$ cat src/dpd_params.svh
// Operation
// - On failure keep state, optional bursts, switch
// - Recovery internal reset keeps config and row
// - Three whole-memory bursts after recovery reset
// - No access 4700 or 3100 clocks after recovery
// - Standby holds acknowledge, column strobes, write inactive
// - Standby drives address and row strobes
// - Standby ignores all but fail, clock, reset
// - Standby burst 256 refreshes, ordinary burst 128
// - Synchronise fail input, sample after 300-clock init
// - No bursts: finish cycle, sync, then switch
// - Requests ignored while power fail asserted
// - Standby refresh every 5 standby clock periods
// - Standby row strobe low one standby period
// - Core logic follows both clocks, others one
// - Cycle counts start at the row strobe clock
// - Three timing configurations from strap bits
// - Entry bursts need refresh request high
`ifndef DPD_PARAMS_SVH
`define DPD_PARAMS_SVH

`define DPD_INIT_CLKS 9'h12C
`define DPD_FAST_HOLDOFF 13'h125C
`define DPD_SLOW_HOLDOFF 13'hC1C
`define DPD_PD_BURSTS 2'h3
`define DPD_PD_BURST_LEN 9'h100
`define DPD_ORD_BURST_LEN 9'h080
`define DPD_REFRESH_INTERVAL 8'h96
`define DPD_SB_PERIOD 3'h5

// edge words: ras_hi, cas_lo, cas_hi, ack_lo, ack_hi, we_lo, we_hi, last
`define DPD_C0_RD_EDGES {3'h3, 3'h1, 3'h3, 3'h1, 3'h4, 3'h0, 3'h0, 3'h5}
`define DPD_C0_WR_EDGES {3'h4, 3'h2, 3'h4, 3'h1, 3'h4, 3'h1, 3'h4, 3'h5}
`define DPD_C1_RD_EDGES {3'h4, 3'h1, 3'h5, 3'h2, 3'h5, 3'h0, 3'h0, 3'h6}
`define DPD_C1_WR_EDGES {3'h5, 3'h2, 3'h5, 3'h2, 3'h5, 3'h1, 3'h5, 3'h6}
`define DPD_C2_RD_EDGES {3'h2, 3'h0, 3'h2, 3'h0, 3'h2, 3'h0, 3'h0, 3'h3}
`define DPD_C2_WR_EDGES {3'h2, 3'h1, 3'h3, 3'h0, 3'h2, 3'h0, 3'h2, 3'h3}

`endif

$ cat src/dpd_pkg.sv
package dpd_pkg;

   typedef enum logic [1:0] {CFG_C0, CFG_C1, CFG_C2} dpd_cfg_t;

   typedef enum logic [2:0] {
      ST_INIT, ST_RUN, ST_ENTRY, ST_TO_SB, ST_SB, ST_TO_SYS, ST_RECOVER
   } dpd_state_t;

   typedef struct packed {
      logic [2:0] ras_hi;
      logic [2:0] cas_lo;
      logic [2:0] cas_hi;
      logic [2:0] ack_lo;
      logic [2:0] ack_hi;
      logic [2:0] we_lo;
      logic [2:0] we_hi;
      logic [2:0] last;
   } dpd_edges_t;

   typedef struct packed {
      logic [1:0] row_strobes_n;
      logic [1:0] column_strobes_n;
      logic write_strobe;
      logic advance_acknowledge_n;
      logic [9:0] dram_address_out;
   } dpd_dram_t;

endpackage

$ cat src/dpd_top.sv
`timescale 1ns/100ps
`include "dpd_params.svh"
module dpd_top #(
   parameter logic [12:0] FAST_HOLDOFF_CLKS = `DPD_FAST_HOLDOFF
) (
   input wire logic MCLK,
   input wire logic RESET_N,
   input wire logic POWER_FAIL_DETECT,
   input wire logic STANDBY_CLOCK,
   input wire logic REFRESH_REQUEST_INPUT,
   input wire logic PROCESSOR_CLASS_SELECT,
   input wire logic DRAM_SPEED_SELECT,
   input wire logic CLOCK_FREQUENCY_SELECT,
   input wire logic ACCESS_REQ,
   input wire logic ACCESS_WRITE,
   input wire logic ACCESS_BANK,
   input wire logic [8:0] ACCESS_ROW,
   input wire logic [8:0] ACCESS_COL,
   output dpd_pkg::dpd_dram_t DRAM,
   output logic ACCESS_TAKEN,
   output logic ACCESS_BLOCKED,
   output logic STANDBY_MODE,
   output logic INTERNAL_RESET
);
   import dpd_pkg::*;

   // ************************************************
   // synchronised pins
   // ************************************************
   logic [5:0] sync_s;
   logic pfd_s, sbclk_s, refresh_request_input_s, class_s, speed_s, freq_s;
   logic sbclk_prev_q, refresh_request_input_prev_q;
   logic sb_rise, refresh_request_input_rise;

   dpd_sync #(.W(6)) u_sync (
      .clk(MCLK),
      .d({POWER_FAIL_DETECT, STANDBY_CLOCK, REFRESH_REQUEST_INPUT,
          PROCESSOR_CLASS_SELECT, DRAM_SPEED_SELECT, CLOCK_FREQUENCY_SELECT}),
      .q(sync_s)
   );

   assign {pfd_s, sbclk_s, refresh_request_input_s, class_s, speed_s, freq_s} = sync_s;

   always_ff @(posedge MCLK) begin
      sbclk_prev_q <= sbclk_s;
      refresh_request_input_prev_q <= refresh_request_input_s;
   end

   assign sb_rise = sbclk_s && !sbclk_prev_q;
   assign refresh_request_input_rise = refresh_request_input_s && !refresh_request_input_prev_q;

   // ************************************************
   // configuration decode
   // ************************************************
   function automatic dpd_cfg_t cfg_decode_f(input logic cls, input logic spd, input logic frq);
      dpd_cfg_t c;
      c = CFG_C0;
      if (!cls) begin
         c = CFG_C2;
      end else if (!spd && frq) begin
         c = CFG_C1;
      end
      return c;
   endfunction

   function automatic dpd_edges_t edges_f(input dpd_cfg_t c, input logic wr);
      dpd_edges_t e;
      e = `DPD_C0_RD_EDGES;
      unique case (c)
         CFG_C0: e = wr ? dpd_edges_t'(`DPD_C0_WR_EDGES) : dpd_edges_t'(`DPD_C0_RD_EDGES);
         CFG_C1: e = wr ? dpd_edges_t'(`DPD_C1_WR_EDGES) : dpd_edges_t'(`DPD_C1_RD_EDGES);
         CFG_C2: e = wr ? dpd_edges_t'(`DPD_C2_WR_EDGES) : dpd_edges_t'(`DPD_C2_RD_EDGES);
      endcase
      return e;
   endfunction

   // ************************************************
   // state
   // ************************************************
   dpd_state_t state_q;
   dpd_cfg_t cfg_q;
   logic failsafe_q;
   logic [8:0] init_cnt_q;
   logic [8:0] burst_left_q;
   logic [1:0] bursts_q;
   logic core_sel_q;
   logic int_rst_q;
   logic [12:0] holdoff_q;
   logic [7:0] ref_cnt_q;
   logic ref_due_q;
   logic [8:0] row_q;
   logic [2:0] sb_cnt_q;
   logic sb_ras_q;
   logic sb_tick;

   logic cyc_act_q, cyc_wr_q, cyc_ref_q, cyc_bank_q;
   logic [2:0] cyc_cnt_q;
   logic [8:0] cyc_row_q, cyc_col_q;
   dpd_edges_t edg;

   logic idle, start_ref, start_acc;
   dpd_dram_t pins_q, pins_d;
   logic taken_q, blocked_q;

   // core tick follows the standby clock only once the select has moved
   // on a standby edge, so no period is ever cut short
   assign sb_tick = sb_rise && core_sel_q;
   assign idle = !cyc_act_q && !int_rst_q;
   assign edg = edges_f(cfg_q, cyc_wr_q);

   // ************************************************
   // straps, caught during the init period
   // ************************************************
   always_ff @(posedge MCLK) begin
      if (!RESET_N) begin
         cfg_q <= CFG_C2;
         failsafe_q <= 1'b0;
      end else if (state_q == ST_INIT) begin
         cfg_q <= cfg_decode_f(class_s, speed_s, freq_s);
         failsafe_q <= refresh_request_input_s;
      end
   end

   // ************************************************
   // cycle start arbitration
   // ************************************************
   always_comb begin
      start_ref = 1'b0;
      start_acc = 1'b0;
      if (idle && (state_q == ST_RUN) && !pfd_s) begin
         if (burst_left_q != 9'h000 || ref_due_q) begin
            start_ref = 1'b1;
         end else if (ACCESS_REQ && holdoff_q == 13'h0000) begin
            start_acc = 1'b1;
         end
      end else if (idle && (state_q == ST_ENTRY || state_q == ST_RECOVER)) begin
         start_ref = burst_left_q != 9'h000;
      end
   end

   // ************************************************
   // main sequencer
   // ************************************************
   always_ff @(posedge MCLK) begin
      if (!RESET_N) begin
         state_q <= ST_INIT;
         init_cnt_q <= 9'h000;
         burst_left_q <= 9'h000;
         bursts_q <= 2'h0;
         core_sel_q <= 1'b0;
         int_rst_q <= 1'b0;
      end else begin
         int_rst_q <= 1'b0;
         if (start_ref && burst_left_q != 9'h000) begin
            burst_left_q <= burst_left_q - 9'h001;
         end
         unique case (state_q)
            ST_INIT: begin
               if (init_cnt_q == `DPD_INIT_CLKS - 9'h001) begin
                  state_q <= ST_RUN;
               end else begin
                  init_cnt_q <= init_cnt_q + 9'h001;
               end
            end
            ST_RUN: begin
               if (idle && pfd_s) begin
                  if (failsafe_q && refresh_request_input_s) begin
                     state_q <= ST_ENTRY;
                     bursts_q <= `DPD_PD_BURSTS - 2'h1;
                     burst_left_q <= `DPD_PD_BURST_LEN;
                  end else begin
                     state_q <= ST_TO_SB;
                  end
               end else if (refresh_request_input_rise && !failsafe_q && burst_left_q == 9'h000) begin
                  burst_left_q <= `DPD_ORD_BURST_LEN;
               end
            end
            ST_ENTRY, ST_RECOVER: begin
               if (idle && burst_left_q == 9'h000) begin
                  if (bursts_q != 2'h0) begin
                     bursts_q <= bursts_q - 2'h1;
                     burst_left_q <= `DPD_PD_BURST_LEN;
                  end else begin
                     state_q <= (state_q == ST_ENTRY) ? ST_TO_SB : ST_RUN;
                  end
               end
            end
            ST_TO_SB: begin
               if (sb_rise) begin
                  core_sel_q <= 1'b1;
                  state_q <= ST_SB;
               end
            end
            ST_SB: begin
               // leave only between refreshes and off a standby edge
               if (!pfd_s && !sb_ras_q && !sb_tick) begin
                  core_sel_q <= 1'b0;
                  state_q <= ST_TO_SYS;
               end
            end
            ST_TO_SYS: begin
               int_rst_q <= 1'b1;
               state_q <= ST_RECOVER;
               bursts_q <= `DPD_PD_BURSTS - 2'h1;
               burst_left_q <= `DPD_PD_BURST_LEN;
            end
         endcase
      end
   end

   // ************************************************
   // system-clock-only timers
   // ************************************************
   always_ff @(posedge MCLK) begin
      if (!RESET_N) begin
         holdoff_q <= 13'h0000;
      end else if (int_rst_q) begin
         holdoff_q <= (cfg_q == CFG_C2) ? `DPD_SLOW_HOLDOFF : FAST_HOLDOFF_CLKS;
      end else if (holdoff_q != 13'h0000 && !core_sel_q) begin
         holdoff_q <= holdoff_q - 13'h0001;
      end
   end

   always_ff @(posedge MCLK) begin
      if (!RESET_N || int_rst_q || state_q != ST_RUN) begin
         ref_cnt_q <= 8'h00;
         ref_due_q <= 1'b0;
      end else begin
         ref_cnt_q <= (ref_cnt_q == `DPD_REFRESH_INTERVAL - 8'h01) ? 8'h00 : ref_cnt_q + 8'h01;
         // a new request in the same cycle as the service wins
         if (ref_cnt_q == `DPD_REFRESH_INTERVAL - 8'h01) begin
            ref_due_q <= 1'b1;
         end else if (start_ref) begin
            ref_due_q <= 1'b0;
         end
      end
   end

   // ************************************************
   // refresh row counter, cleared only by the pin reset
   // ************************************************
   always_ff @(posedge MCLK) begin
      if (!RESET_N) begin
         row_q <= 9'h000;
      end else if (start_ref || (sb_tick && sb_ras_q)) begin
         row_q <= row_q + 9'h001;
      end
   end

   // ************************************************
   // standby refresh timer
   // ************************************************
   always_ff @(posedge MCLK) begin
      if (!RESET_N || state_q != ST_SB) begin
         sb_cnt_q <= 3'h0;
         sb_ras_q <= 1'b0;
      end else if (sb_tick) begin
         sb_cnt_q <= (sb_cnt_q == `DPD_SB_PERIOD - 3'h1) ? 3'h0 : sb_cnt_q + 3'h1;
         sb_ras_q <= (sb_cnt_q == 3'h0);
      end
   end

   // ************************************************
   // memory cycle engine
   // ************************************************
   always_ff @(posedge MCLK) begin
      if (!RESET_N || int_rst_q) begin
         cyc_act_q <= 1'b0;
         cyc_cnt_q <= 3'h0;
         cyc_wr_q <= 1'b0;
         cyc_ref_q <= 1'b0;
         cyc_bank_q <= 1'b0;
         cyc_row_q <= 9'h000;
         cyc_col_q <= 9'h000;
      end else if (start_ref || start_acc) begin
         cyc_act_q <= 1'b1;
         cyc_cnt_q <= 3'h0;
         cyc_wr_q <= start_acc && ACCESS_WRITE;
         cyc_ref_q <= start_ref;
         cyc_bank_q <= start_acc && ACCESS_BANK;
         cyc_row_q <= start_ref ? row_q : ACCESS_ROW;
         cyc_col_q <= ACCESS_COL;
      end else if (cyc_act_q) begin
         if (cyc_cnt_q == edg.last) begin
            cyc_act_q <= 1'b0;
         end
         cyc_cnt_q <= cyc_cnt_q + 3'h1;
      end
   end

   // ************************************************
   // pin drive
   // ************************************************
   always_comb begin
      logic ras_on, cas_on;
      ras_on = cyc_act_q && cyc_cnt_q < edg.ras_hi;
      cas_on = cyc_act_q && !cyc_ref_q && cyc_cnt_q >= edg.cas_lo && cyc_cnt_q < edg.cas_hi;
      pins_d.row_strobes_n = 2'h3;
      pins_d.column_strobes_n = 2'h3;
      pins_d.write_strobe = 1'b0;
      pins_d.advance_acknowledge_n = 1'b1;
      pins_d.dram_address_out = {1'b0, row_q};
      if (core_sel_q || state_q == ST_TO_SB || state_q == ST_TO_SYS) begin
         pins_d.row_strobes_n = sb_ras_q ? 2'h0 : 2'h3;
      end else begin
         if (ras_on) begin
            pins_d.row_strobes_n = cyc_ref_q ? 2'h0 : (cyc_bank_q ? 2'h1 : 2'h2);
         end
         if (cas_on) begin
            pins_d.column_strobes_n = cyc_bank_q ? 2'h1 : 2'h2;
         end
         pins_d.write_strobe = cyc_act_q && cyc_wr_q && cyc_cnt_q >= edg.we_lo && cyc_cnt_q < edg.we_hi;
         pins_d.advance_acknowledge_n = !(cyc_act_q && !cyc_ref_q &&
                                          cyc_cnt_q >= edg.ack_lo && cyc_cnt_q < edg.ack_hi);
         if (cyc_act_q) begin
            pins_d.dram_address_out = (!cyc_ref_q && cyc_cnt_q >= edg.cas_lo) ? {1'b0, cyc_col_q}
                                                                               : {1'b0, cyc_row_q};
         end
      end
   end

   always_ff @(posedge MCLK) begin
      if (!RESET_N) begin
         pins_q <= '{row_strobes_n: 2'h3, column_strobes_n: 2'h3, write_strobe: 1'b0,
                     advance_acknowledge_n: 1'b1, dram_address_out: 10'h000};
      end else begin
         pins_q <= pins_d;
      end
   end

   always_ff @(posedge MCLK) begin
      if (!RESET_N) begin
         taken_q <= 1'b0;
         blocked_q <= 1'b1;
      end else begin
         taken_q <= start_acc;
         blocked_q <= state_q != ST_RUN || pfd_s || holdoff_q != 13'h0000;
      end
   end

   assign DRAM = pins_q;
   assign ACCESS_TAKEN = taken_q;
   assign ACCESS_BLOCKED = blocked_q;
   assign STANDBY_MODE = core_sel_q;
   assign INTERNAL_RESET = int_rst_q;
endmodule

$ cat src/dpd_sync.sv
`timescale 1ns/100ps
module dpd_sync #(
   parameter int W = 1
) (
   input wire logic clk,
   input wire logic [W-1:0] d,
   output logic [W-1:0] q
);
   logic [W-1:0] meta_q;

   genvar i;
   generate
      for (i = 0; i < W; i++) begin : g_bit
         // first stage feeds only the second
         always_ff @(posedge clk) begin
            meta_q[i] <= d[i];
            q[i] <= meta_q[i];
         end
      end
   endgenerate
endmodule

$ cat config.mk
export PLATFORM = sky130hd
export DESIGN_NAME = dpd_top
export DESIGN_NICKNAME = d
export VERILOG_FILES = /design/src/dpd_pkg.sv /design/src/dpd_top.sv /design/src/dpd_sync.sv
export VERILOG_INCLUDE_DIRS = /design/src
export SDC_FILE = /design/constraint.sdc
export NUM_CORES = 1
export LEC_CHECK = 0
export ABC_AREA = 1
export BUFFER_PORTS_ARGS = -buffer_cell sky130_fd_sc_hd__buf_2
export CORE_AREA = 2 2 98 100
export CTS_CLUSTER_SIZE = 8
export DETAILED_ROUTE_END_ITERATION = 6
export DIE_AREA = 0 0 100 102
export PLACE_DENSITY_LB_ADDON = 0.05
export SETUP_SLACK_MARGIN = 0.4
export SLEW_MARGIN = 20
export SYNTH_ARGS = -nofsm -noshare
export SYNTH_HDL_FRONTEND = slang
export SYNTH_SLANG_ARGS = --single-unit
$ cat constraint.sdc
create_clock -name MCLK -period 4 [get_ports MCLK]
set_input_delay 0 -clock MCLK [delete_from_list [all_inputs] [get_ports MCLK]]
set_output_delay 0 -clock MCLK [all_outputs]
set_load 0.05 [all_outputs]
== Word-level counts from Yosys, hierarchy flattened ==
Cells that the tools add are included.
Operators by class
  reduce and logical (&&, ||, !) cells: 77
  mux-type cells: 55
  eq/ne operators: 22
  magnitude comparators: 7
  add/sub/neg operators: 8
  bitwise operators: 4
Operators by type and width (number)
  $mux W9: 10
  $pmux W24 S3: 1
  $mux W13: 3
  $logic_and A1 B1 Y1: 31
  $pmux W9 S3: 1
  $mux W24: 1
  $mux W2: 11
  $mux W22: 1
  $mux W3: 7
  $mux W19: 1
  $add A9 B1 Y9 const B: 2
  $pmux W3 S6: 1
  $mux W1: 16
  $logic_not A1 Y1: 13
  $logic_not A13 Y1: 1
  $reduce_bool A13 Y1: 1
  $sub A13 B1 Y13 const B: 1
  $eq A3 B3 Y1 const B: 4
  $lt A3 B3 Y1: 4
  $logic_or A1 B1 Y1: 11
  $ne A2 B2 Y1 const B: 5
  $eq A9 B9 Y1 const B: 1
  $ge A3 B3 Y1: 3
  $logic_not A9 Y1: 1
  other kinds (27): 42
Storage, ports and cells
  input bits: 29
  bits in registers: 120
  output and inout port bits: 20

== Longest topological paths before layout ==
Gate-level depths: netlist of run 1.
  word-level depth: 10
  gate-level depth with buffers: 14

== By module ==
From an unflattened synthesis of run 1, not the netlist that was laid out.
Second synthesis, totals
  cells, all modules: 791
  area, all modules: 5715.5 µm²
Modules (own cells, without submodules)
  dpd_top: area each 5475.3 µm², instances 1, seq. area each 2142.1 µm², cells each 779
  dpd_sync: area each 240.2 µm², instances 1, seq. area each 240.2 µm², cells each 12

== Worst setup path after synthesis of run 1 ==
OpenSTA, ideal clock, no wires.
  path type: reg2reg
  from: reg cfg_q[0]
  to: reg pins_q (netlist bit DRAM[5])
  data arrival time: 2.315 ns
  library setup time: 0.132 ns
  stages on the path, launching flop included: 12
  data required time: 3.868 ns
  path slack: 1.553 ns
  cell sequence: dfxtp_1 inv_1 ha_1 nor2_1 o21ai_0 ha_1 o21ai_0 nand2_1 o21ai_2 clkinv_1 o211ai_1 a21oi_1
Between the ends
  cells in the longest elaborated chain, start to end: 7
  elaborated cells on any way between the ends: 9
  classes of those cells: order compare (1); eq/ne (2); mux (4); reduce/logical (2)
Ends and longest elaborated chain
  from (decl): line dpd_top.sv:81  | dpd_cfg_t cfg_q;
  from (signal assigned): line dpd_top.sv:119  | cfg_q <= cfg_decode_f(class_s, speed_s, freq_s);
  $eq A2 B2 Y1 (tied with other cells): line dpd_top.sv:69  | unique case (c)
  $pmux W24 S3 (*): line dpd_top.sv:69
  $ge A3 B3 Y1 (*): line dpd_top.sv:316  | pins_d.dram_address_out = (!cyc_ref_q && cyc_cnt_q >= edg.cas_lo) ? {1'b0, cyc_col_q}
  $logic_and A1 B1 Y1 (*): line dpd_top.sv:316
  $mux W9 (*): line dpd_top.sv:316
  $mux W9 (*): line dpd_top.sv:315  | if (cyc_act_q) begin
  $mux W9 (*): line dpd_top.sv:303  | if (core_sel_q || state_q == ST_TO_SB || state_q == ST_TO_SYS) begin
  to (signal assigned): line dpd_top.sv:324  | pins_q <= '{row_strobes_n: 2'h3, column_strobes_n: 2'h3, write_strobe: 1'b0,
  to (signal assigned): line dpd_top.sv:327  | pins_q <= pins_d;
  to (decl): line dpd_top.sv:102  | dpd_dram_t pins_q, pins_d;
Every way passes the cells marked *; elsewhere a longest branch is shown, timed or not.
A chain may end at the register's enable or synchronous reset.

== Worst setup path after layout of run 1 ==
Same ends and word-level chain as after synthesis.

==> summary.txt, run 1 <==
Power
  – Comb power frac: between 20% and 30%
  – Seq pwr share: 34.7%
  – VDD IR-drop max: 0.000295 V
  – Sw Pwr: 1450 uW
  – Clk pwr share: 37.0%
  – LEAKAGE: 0.00295 uW
  – Switch share: 35.9%
  – Power Density: 582 nW/um2
  – Internal power: 2590 uW

Yosys
  – Most common flop cell mapped by yosys: dfxtp_1
  – Post-Synth XOR/XNOR Area: 1.82%
  – Mean post-synth cell area: roughly 7.6 um2
  – Synthesized area: between 5000 and 6000 um2
  – Ys async rst share: 0%
  – Seq/Total Area, Yosys: 41.3%
  – Syn Inst Count: 763
  – Mapped Nets: 819
  – Ys Warns: 0
  – Area share of the largest cell type after synthesis: just over 40%
  – Post-synth EDFFs: 0
  – Area contributors post-synth: dfxtp_1 (41%), nand2_1 (9.8%), ha_1 (5.9%)
  – Main combinational cell family by area after synthesis: simple AND/OR/NAND/NOR gates
  – Yosys top cell by area: dfxtp_1
  – Post-synthesis compound-gate area fraction: 14.9%
  – Number of synthesized register bits: 119
  – Distinct cells, synth: between 50 and 60
  – Adder-Cell Fraction of Synth Area: 5.86%
  – Multiplexer share of the synthesized area: 0%
  – Synth Area in Simple Gates: 27.5%

Routing
  – Vias per cell: 5.46
  – Avg WL per Cell: 14.1 um
  – Iter 0 DRT Violations: between 200 and 300
  – Routed wire length: 13.7 mm
  – DRC viols: 0
  – TritonRoute pass-1 iters: 5
  – Detail Route Antenna Nets: 0
  – Vias: 5,309

Floorplanning
  – Die ar.: just over 10,000 um2
  – # rows: 35
  – Starting Density: 63.3%
  – Die Wd: 100 um
  – Core area: 9110 um2
  – # IOs: 49
  – Die Y: 102 um

Run
  – Max Cap Violations: 0

Critical path
  – Critical path launch point: cfg_q[0]$_SDFFE_PN0P_
  – Required @ worst endpoint: 4.40 ns
  – Crit path kind: reg2reg
  – Crit-path max FO: 10
  – Reg2reg start: cfg_q[0]$_SDFFE_PN0P_
  – Critical Path AT: 3.32 ns
  – CP endpoint kind: register
  – CP startpoint kind: register

Global routing
  – Global-route wire length before repair: 22.7 mm
  – Largest net degree at the start of global routing: 30
  – Initial antenna violation count: 0
  – Vias in the first global route: 5,099
  – Total track usage: about 28%
  – Grt ovf: 0

Clocking
  – Worst-path clk slew: 0.06 ns
  – Worst skew pair latency: 0.52 ns
  – # clock sinks: about 120
  – Clock buffer depth: 2
  – Post-CTS Setup Bufs: 0
  – Post-cts sizing count: 0
  – H-tree depth: 4
  – CTS tree: built
  – CTS Hold Bufs: 30
  – CTS root buffer: clkbuf_8
  – TritonCTS buffer count: 17

STA
  – Fmax: approximately 340 MHz
  – Final setup viols: 0
  – Max-slew violation count: 0
  – Setup Total Neg Slack: 0 ns
  – Post-Route Skew: approximately 0.0065 ns
  – WHS: 0.121 ns
  – Relative slew slack: approximately 63%
  – Crit path time final: 2.92 ns
  – Unrepaired setup endpoints after global routing: no
  – Period utilisation layout: 73.0%
  – Worst slew pin tran: 0.548 ns
  – Count of final hold-check violations: 0

Placed design
  – Post-DP HPWL: 9.18 mm
  – GPL Wtd Cong: ~0.85
  – I/O Buffers: 47

Finish
  – Most common cell after layout, fill and taps aside: nand2_1
  – Synth-to-layout area growth: 20.5%
  – Area taken by flip-flops and latches: between 2000 and 2500 um2
  – Final net count: 904
  – Footprint of the multi-input gates: roughly 2900 um2
  – Most frequent cells in the layout: nand2_1 (151), dfxtp_1 (119), inv_1 (88)
  – ANT cells: 0
  – Filler cell count: 666
  – Fraction of layout cells with a size suffix above 1: ~15%

Worst hold path
  – Worst hold path class: in2reg
  – Hold_sp: CLOCK_FREQUENCY_SELECT

Run status
  – Outcome: complete, no violations
[critical path, stage by stage (launching register included)]
cell      delay (ns)
dfxtp_1         0.37
inv_1           0.09
ha_1            0.42
inv_1           0.12
nand3_1         0.10
o21ai_0         0.10
ha_1            0.29
o21ai_0         0.17
nand2_1         0.10
o21ai_2         0.36
clkinv_1        0.35
o211ai_1        0.25
a21oi_1         0.08
[routing by layer]
layer / wire length (um) / part of all wire, % / global-route usage [%]
met1: 5800 / 42 / 32.4
met2: 6820 / 50 / 49.5
met3: 726 / 5.3 / 6.50
met4: 401 / 2.9 / 13.4
met5: 0 / 0 / 0
[state kept, by name, summed over array words and instances, names as in the netlist, 6 cells and up]
register,flops
DRAM,15
holdoff_q,13
burst_left_q,9
cyc_col_q,9
cyc_row_q,9
init_cnt_q,9
row_q,9
ref_cnt_q,8
u_sync.meta_q,6
u_sync.q,6
[synth_stat cells (5+ instances only)]
cell      instances
nor2_1           86
nand3_1          27
buf_6             5
o211ai_1          6
o21ai_1          11
ha_1             27
nand2_2           7
nand4_1          10
xor2_1           10
a21oi_1          51
o21ai_0          43
nor3_1           18
clkbuf_1          5
a211oi_2          5
nor4_1            9
dfxtp_1         119
nor2_4            5
a211oi_1          8
inv_2            10
nor2_2            5
a31oi_1          14
nand2_1         151
inv_1            88
[worst paths after layout]
path	endpoint	slack [ns]	cells after the start
worst min-delay path	u_sync.meta_q[0]$_DFF_P_	0.12	2
worst max-delay path	DRAM[5]$_SDFF_PN0_	1.08	12
worst min register to register	u_sync.q[5]$_DFF_P_	0.33	0
worst max register to register	DRAM[5]$_SDFF_PN0_	1.08	12
[cell type report]
type	count	share of cell area, %
inverters	103	5.74
clock inverters	14	2.39
multi-input cells	528	41.6
flip-flops and latches	119	34.3
repair buffers	79	7.92
clock buffers	18	6.01
well taps	111	2.00
[power groups by stage]
stage	combinational, uW	sequential (uW)	clock [uW]
floorplan	842	1430	0
global placement	1040	1420	0
detailed placement	1080	1420	0
CTS	1130	1400	1510
global route	1290	1420	1570
finish	1140	1400	1490
[metrics by stage]
stage          instances  total power (uW)  cell area (um2)  worst slack (ns)  utilization, %
4_1_cts              972              4040             6950              1.11            76.3
2_1_floorplan        763              2270             5770              1.55               -
3_3_place_gp         910              2460             6060              1.25            66.6
6_report             972              4040             6950              1.08            76.3
3_5_place_dp         910              2510             6060              1.15            66.6
5_1_grt              972              4280             6950             0.734            76.3
[kinds of logic after synthesis]
| family | Yosys count |
|---|---|
| other | 1 |
| xor gates and xnor gates | 12 |
| and+or+nand+nor | 340 |
| DFF | 119 |
| buffers and inverters | 116 |
| AOI/OAI and AO/OA | 148 |
| adders and majority gates | 27 |
No activity file was read; power rests on OpenSTA's default activity.
==> run 2, diff against run 1 <==
ABC_AREA = 0   (was 1)
CORE_AREA = 2 2 105 107   (was 2 2 98 100)
DIE_AREA = 0 0 107 109   (was 0 0 100 102)
clock period = 2.6 ns   (was 4 ns; I/O delays follow)
==> run 2 against run 1 <==
  * The flow now finishes with violations (hold timing)
  * Wire length is 2.8% lower
  * Synthesized cell count is 15% lower
  * Cell count is 9.4% lower
  * Power is 30% higher
  * Flip-flop and latch count stayed put
  * First-iteration DRC count is 17% higher
  * Count of clock-buffer cells in the layout is 5 higher
  * Largest power group unchanged
==> summary.txt, run 2 <==
STA
  – Worst slew pin tran: 0.672 ns
  – WHS: -0.00324 ns
  – Setup ws final: 0.502 ns
  – Final setup viols: 0
  – Unrepaired setup endpoints after global routing: yes
  – Max-slew violation count: 0
  – Fmax: 477 MHz
  – Count of final hold-check violations: 1
  – Crit path time final: 2.10 ns
  – Period utilisation layout: 80.7%
  – Post-Route Skew: 0.00567 ns
  – Relative slew slack: a little over half
  – Setup Total Neg Slack: 0 ns

Power
  – VDD IR-drop max: approximately 0.00060 V
  – Power Density: 744 nW/um2
  – LEAKAGE: 0.00282 uW
  – Pwr Total: 5260 uW

Finish
  – Fraction of layout cells with a size suffix above 1: 18.1%
  – Final net count: about 790
  – Most common cell after layout, fill and taps aside: dfxtp_1
  – ANT cells: 0
  – Synth-to-layout area growth: 26.1%
  – Filler cell count: between 800 and 900
  – Final non-filler cell total: 881
  – Final core occ: 66.6%
  – Max reg flops: 15
  – Most frequent cells in the layout: dfxtp_1 (117), nor2_1 (69), nand2_1 (65)

Worst hold path
  – Worst hold path class: in2reg
  – Hold depth: 3

Yosys
  – Number of synthesized register bits: 119
  – Top cells by instance count after synthesis: dfxtp_1 (119), nor2_1 (72), nand2_1 (65)
  – Post-synth EDFFs: 0
  – Count leader, synth: dfxtp_1
  – Mapped Nets: between 700 and 800
  – Ys async rst share: 0%
  – Most common flop cell mapped by yosys: dfxtp_1
  – Ys Warns: 0
  – Syn Inst Count: 647
  – Area contributors post-synth: dfxtp_1 (43%), ha_1 (6.0%), nor2_1 (4.8%)
  – Yosys top cell by area: dfxtp_1
  – Area share of the largest cell type after synthesis: a little over two fifths
  – Seq/Total Area, Yosys: 42.5%
  – Synthesized area: 5600 um2
  – Mean post-synth cell area: 8.66 um2
  – Distinct cells, synth: 56

Placed design
  – Placement Setup Slack: 0.249 ns
  – Post-DP HPWL: 8.73 mm
  – GPL Wtd Cong: 0.857
  – Cells after DPL: 816
  – I/O Buffers: 47

Run status
  – Outcome: finished with violations
  – Failing checks: hold timing

Floorplanning
  – Die ar.: 11,700 um2
  – # IOs: 49
  – Core area: 10,600 um2
  – Starting Density: 52.8%
  – Die Y: between 100 and 150 um
  – Die Wd: 107 um
  – # rows: 38

Critical path
  – CP max stage delay: 0.38 ns
  – Crit-path max FO: 5
  – Critical Path AT: about 2.5 ns
  – CP endpoint kind: register
  – CP max-delay cell: dfxtp_4
  – CP cell instances: inv_4 -> ha_4 -> nor2b_4 -> nor2_2 -> a21oi_2 -> ha_1 -> o21ai_2 -> a21oi_4 -> buf_6 -> mux2i_1 -> a211oi_1
  – Required @ worst endpoint: 2.99 ns
  – Crit path kind: reg2reg
  – CP startpoint kind: register
  – Reg2reg path depth: 11

Routing
  – Vias per cell: approximately 5.6
  – Vias: 4,940
  – Avg WL per Cell: 15.2 um
  – Iter 0 DRT Violations: between 300 and 400
  – DRC viols: 0
  – Detail Route Antenna Nets: 0
  – Routed wire length: 13.3 mm
  – TritonRoute pass-1 iters: 4

Clocking
  – H-tree depth: 4
  – CTS tree: built
  – Clock buffer depth: 2
  – CTS root buffer: clkbuf_8
  – # clock sinks: about 120
  – TritonCTS buffer count: 17
  – Worst skew pair latency: 0.53 ns
  – Worst-path clk slew: 0.06 ns

Global routing
  – Largest net degree at the start of global routing: 33
  – Total track usage: 23.6%
  – Global-route wire length before repair: roughly 22 mm
  – Initial antenna violation count: 0
  – Grt ovf: 0
  – Vias in the first global route: between 4,000 and 5,000

Run
  – Max Cap Violations: 0
## run 2: changes by cell type after synthesis, moves of 11 or more
cell      before  now
nand2_1      151   65
inv_1         88   21
mux2i_1        0   20
nand2b_1       0   18
o21ai_0       43   25
clkbuf_1       5   21
nor2_1        86   72
xnor2_1        2   16
a31oi_1       14    1
a311oi_1       1   12
## run 2: report_power, final
group | switching [uW] | internal, uW | total [uW]
logic | 408 | 411 | 818
registers | 105 | 1930 | 2040
clock network | 804 | 1600 | 2400
total | 1320 | 3940 | 5260
## run 2: stage by stage
stage / cell area, um2 / hold slack [ns]
after detailed placement: 6010 / 0.104
final: 7060 / -0.00324
after CTS: 6930 / 0.0808
after global placement: 6010 / 0.102
after floorplan: 5630 / 0.0277
after global routing: 7060 / 0.0499
## run 2: timing repair
action,4_1_cts,5_1_grt
hold endpoints to repair,30,0
pin swaps,0,9
setup endpoints to repair,21,54
resized for setup,8,26
setup buffers,0,5
hold buffers,28,0
cloned,0,1
## run 2: cells by family (layout without fill, tap and decap cells)
logic type | Yosys count | count (layout) | share of synthesized area, %
AND/OR/NAND/NOR | 272 | 272 | 25.0
buffers and inverters | 58 | 152 | 4.44
XOR/XNOR | 32 | 32 | 5.00
AO/OA/AOI/OAI | 118 | 118 | 13.3
other | 1 | 1 | 0.0669
flip-flops | 119 | 119 | 42.5
multiplexers | 20 | 20 | 3.57
adder cells (fa/ha/maj) | 27 | 27 | 6.03
## run 2: path summary, 6_finish.rpt
| check | from | endpoint | slack, ns |
|---|---|---|---|
| setup / recovery | cfg_q[0]$_SDFFE_PN0P_ | DRAM[1]$_SDFF_PN0_ | 0.50 |
| hold / removal | RESET_N | bursts_q[0]$_SDFFE_PN0P_ | -0.003 |
| setup reg to reg | cfg_q[0]$_SDFFE_PN0P_ | DRAM[1]$_SDFF_PN0_ | 0.50 |
| hold reg to reg | u_sync.meta_q[0]$_DFF_P_ | u_sync.q[0]$_DFF_P_ | 0.33 |
## run 2: cell type report
class	count	area (um2)	share of cell area [%]
clock buffer	23	497	7.03
inverter	22	85.1	1.20
multi-input combinational	470	3080	43.6
clock inverter	8	118	1.66
sequential	119	2390	33.8
timing repair buffer	99	719	10.2
tap	140	175	2.48
## run 2: critical path: cells and delay by family (launching register included)
family,cells,cell delay (ns)
DFF,1,0.38
buffers and inverters,2,0.21
AOI/OAI and AO/OA,4,0.42
and+or+nand+nor,2,0.17
muxes,1,0.19
adders and majority gates,2,0.59
## run 2: per-layer routing
metal | track usage, % | share of wire [%]
met1 | 28.7 | 46
met3 | 5.26 | 4.3
met2 | 41.0 | 48
met4 | 9.09 | 1.7
met5 | 0 | 0
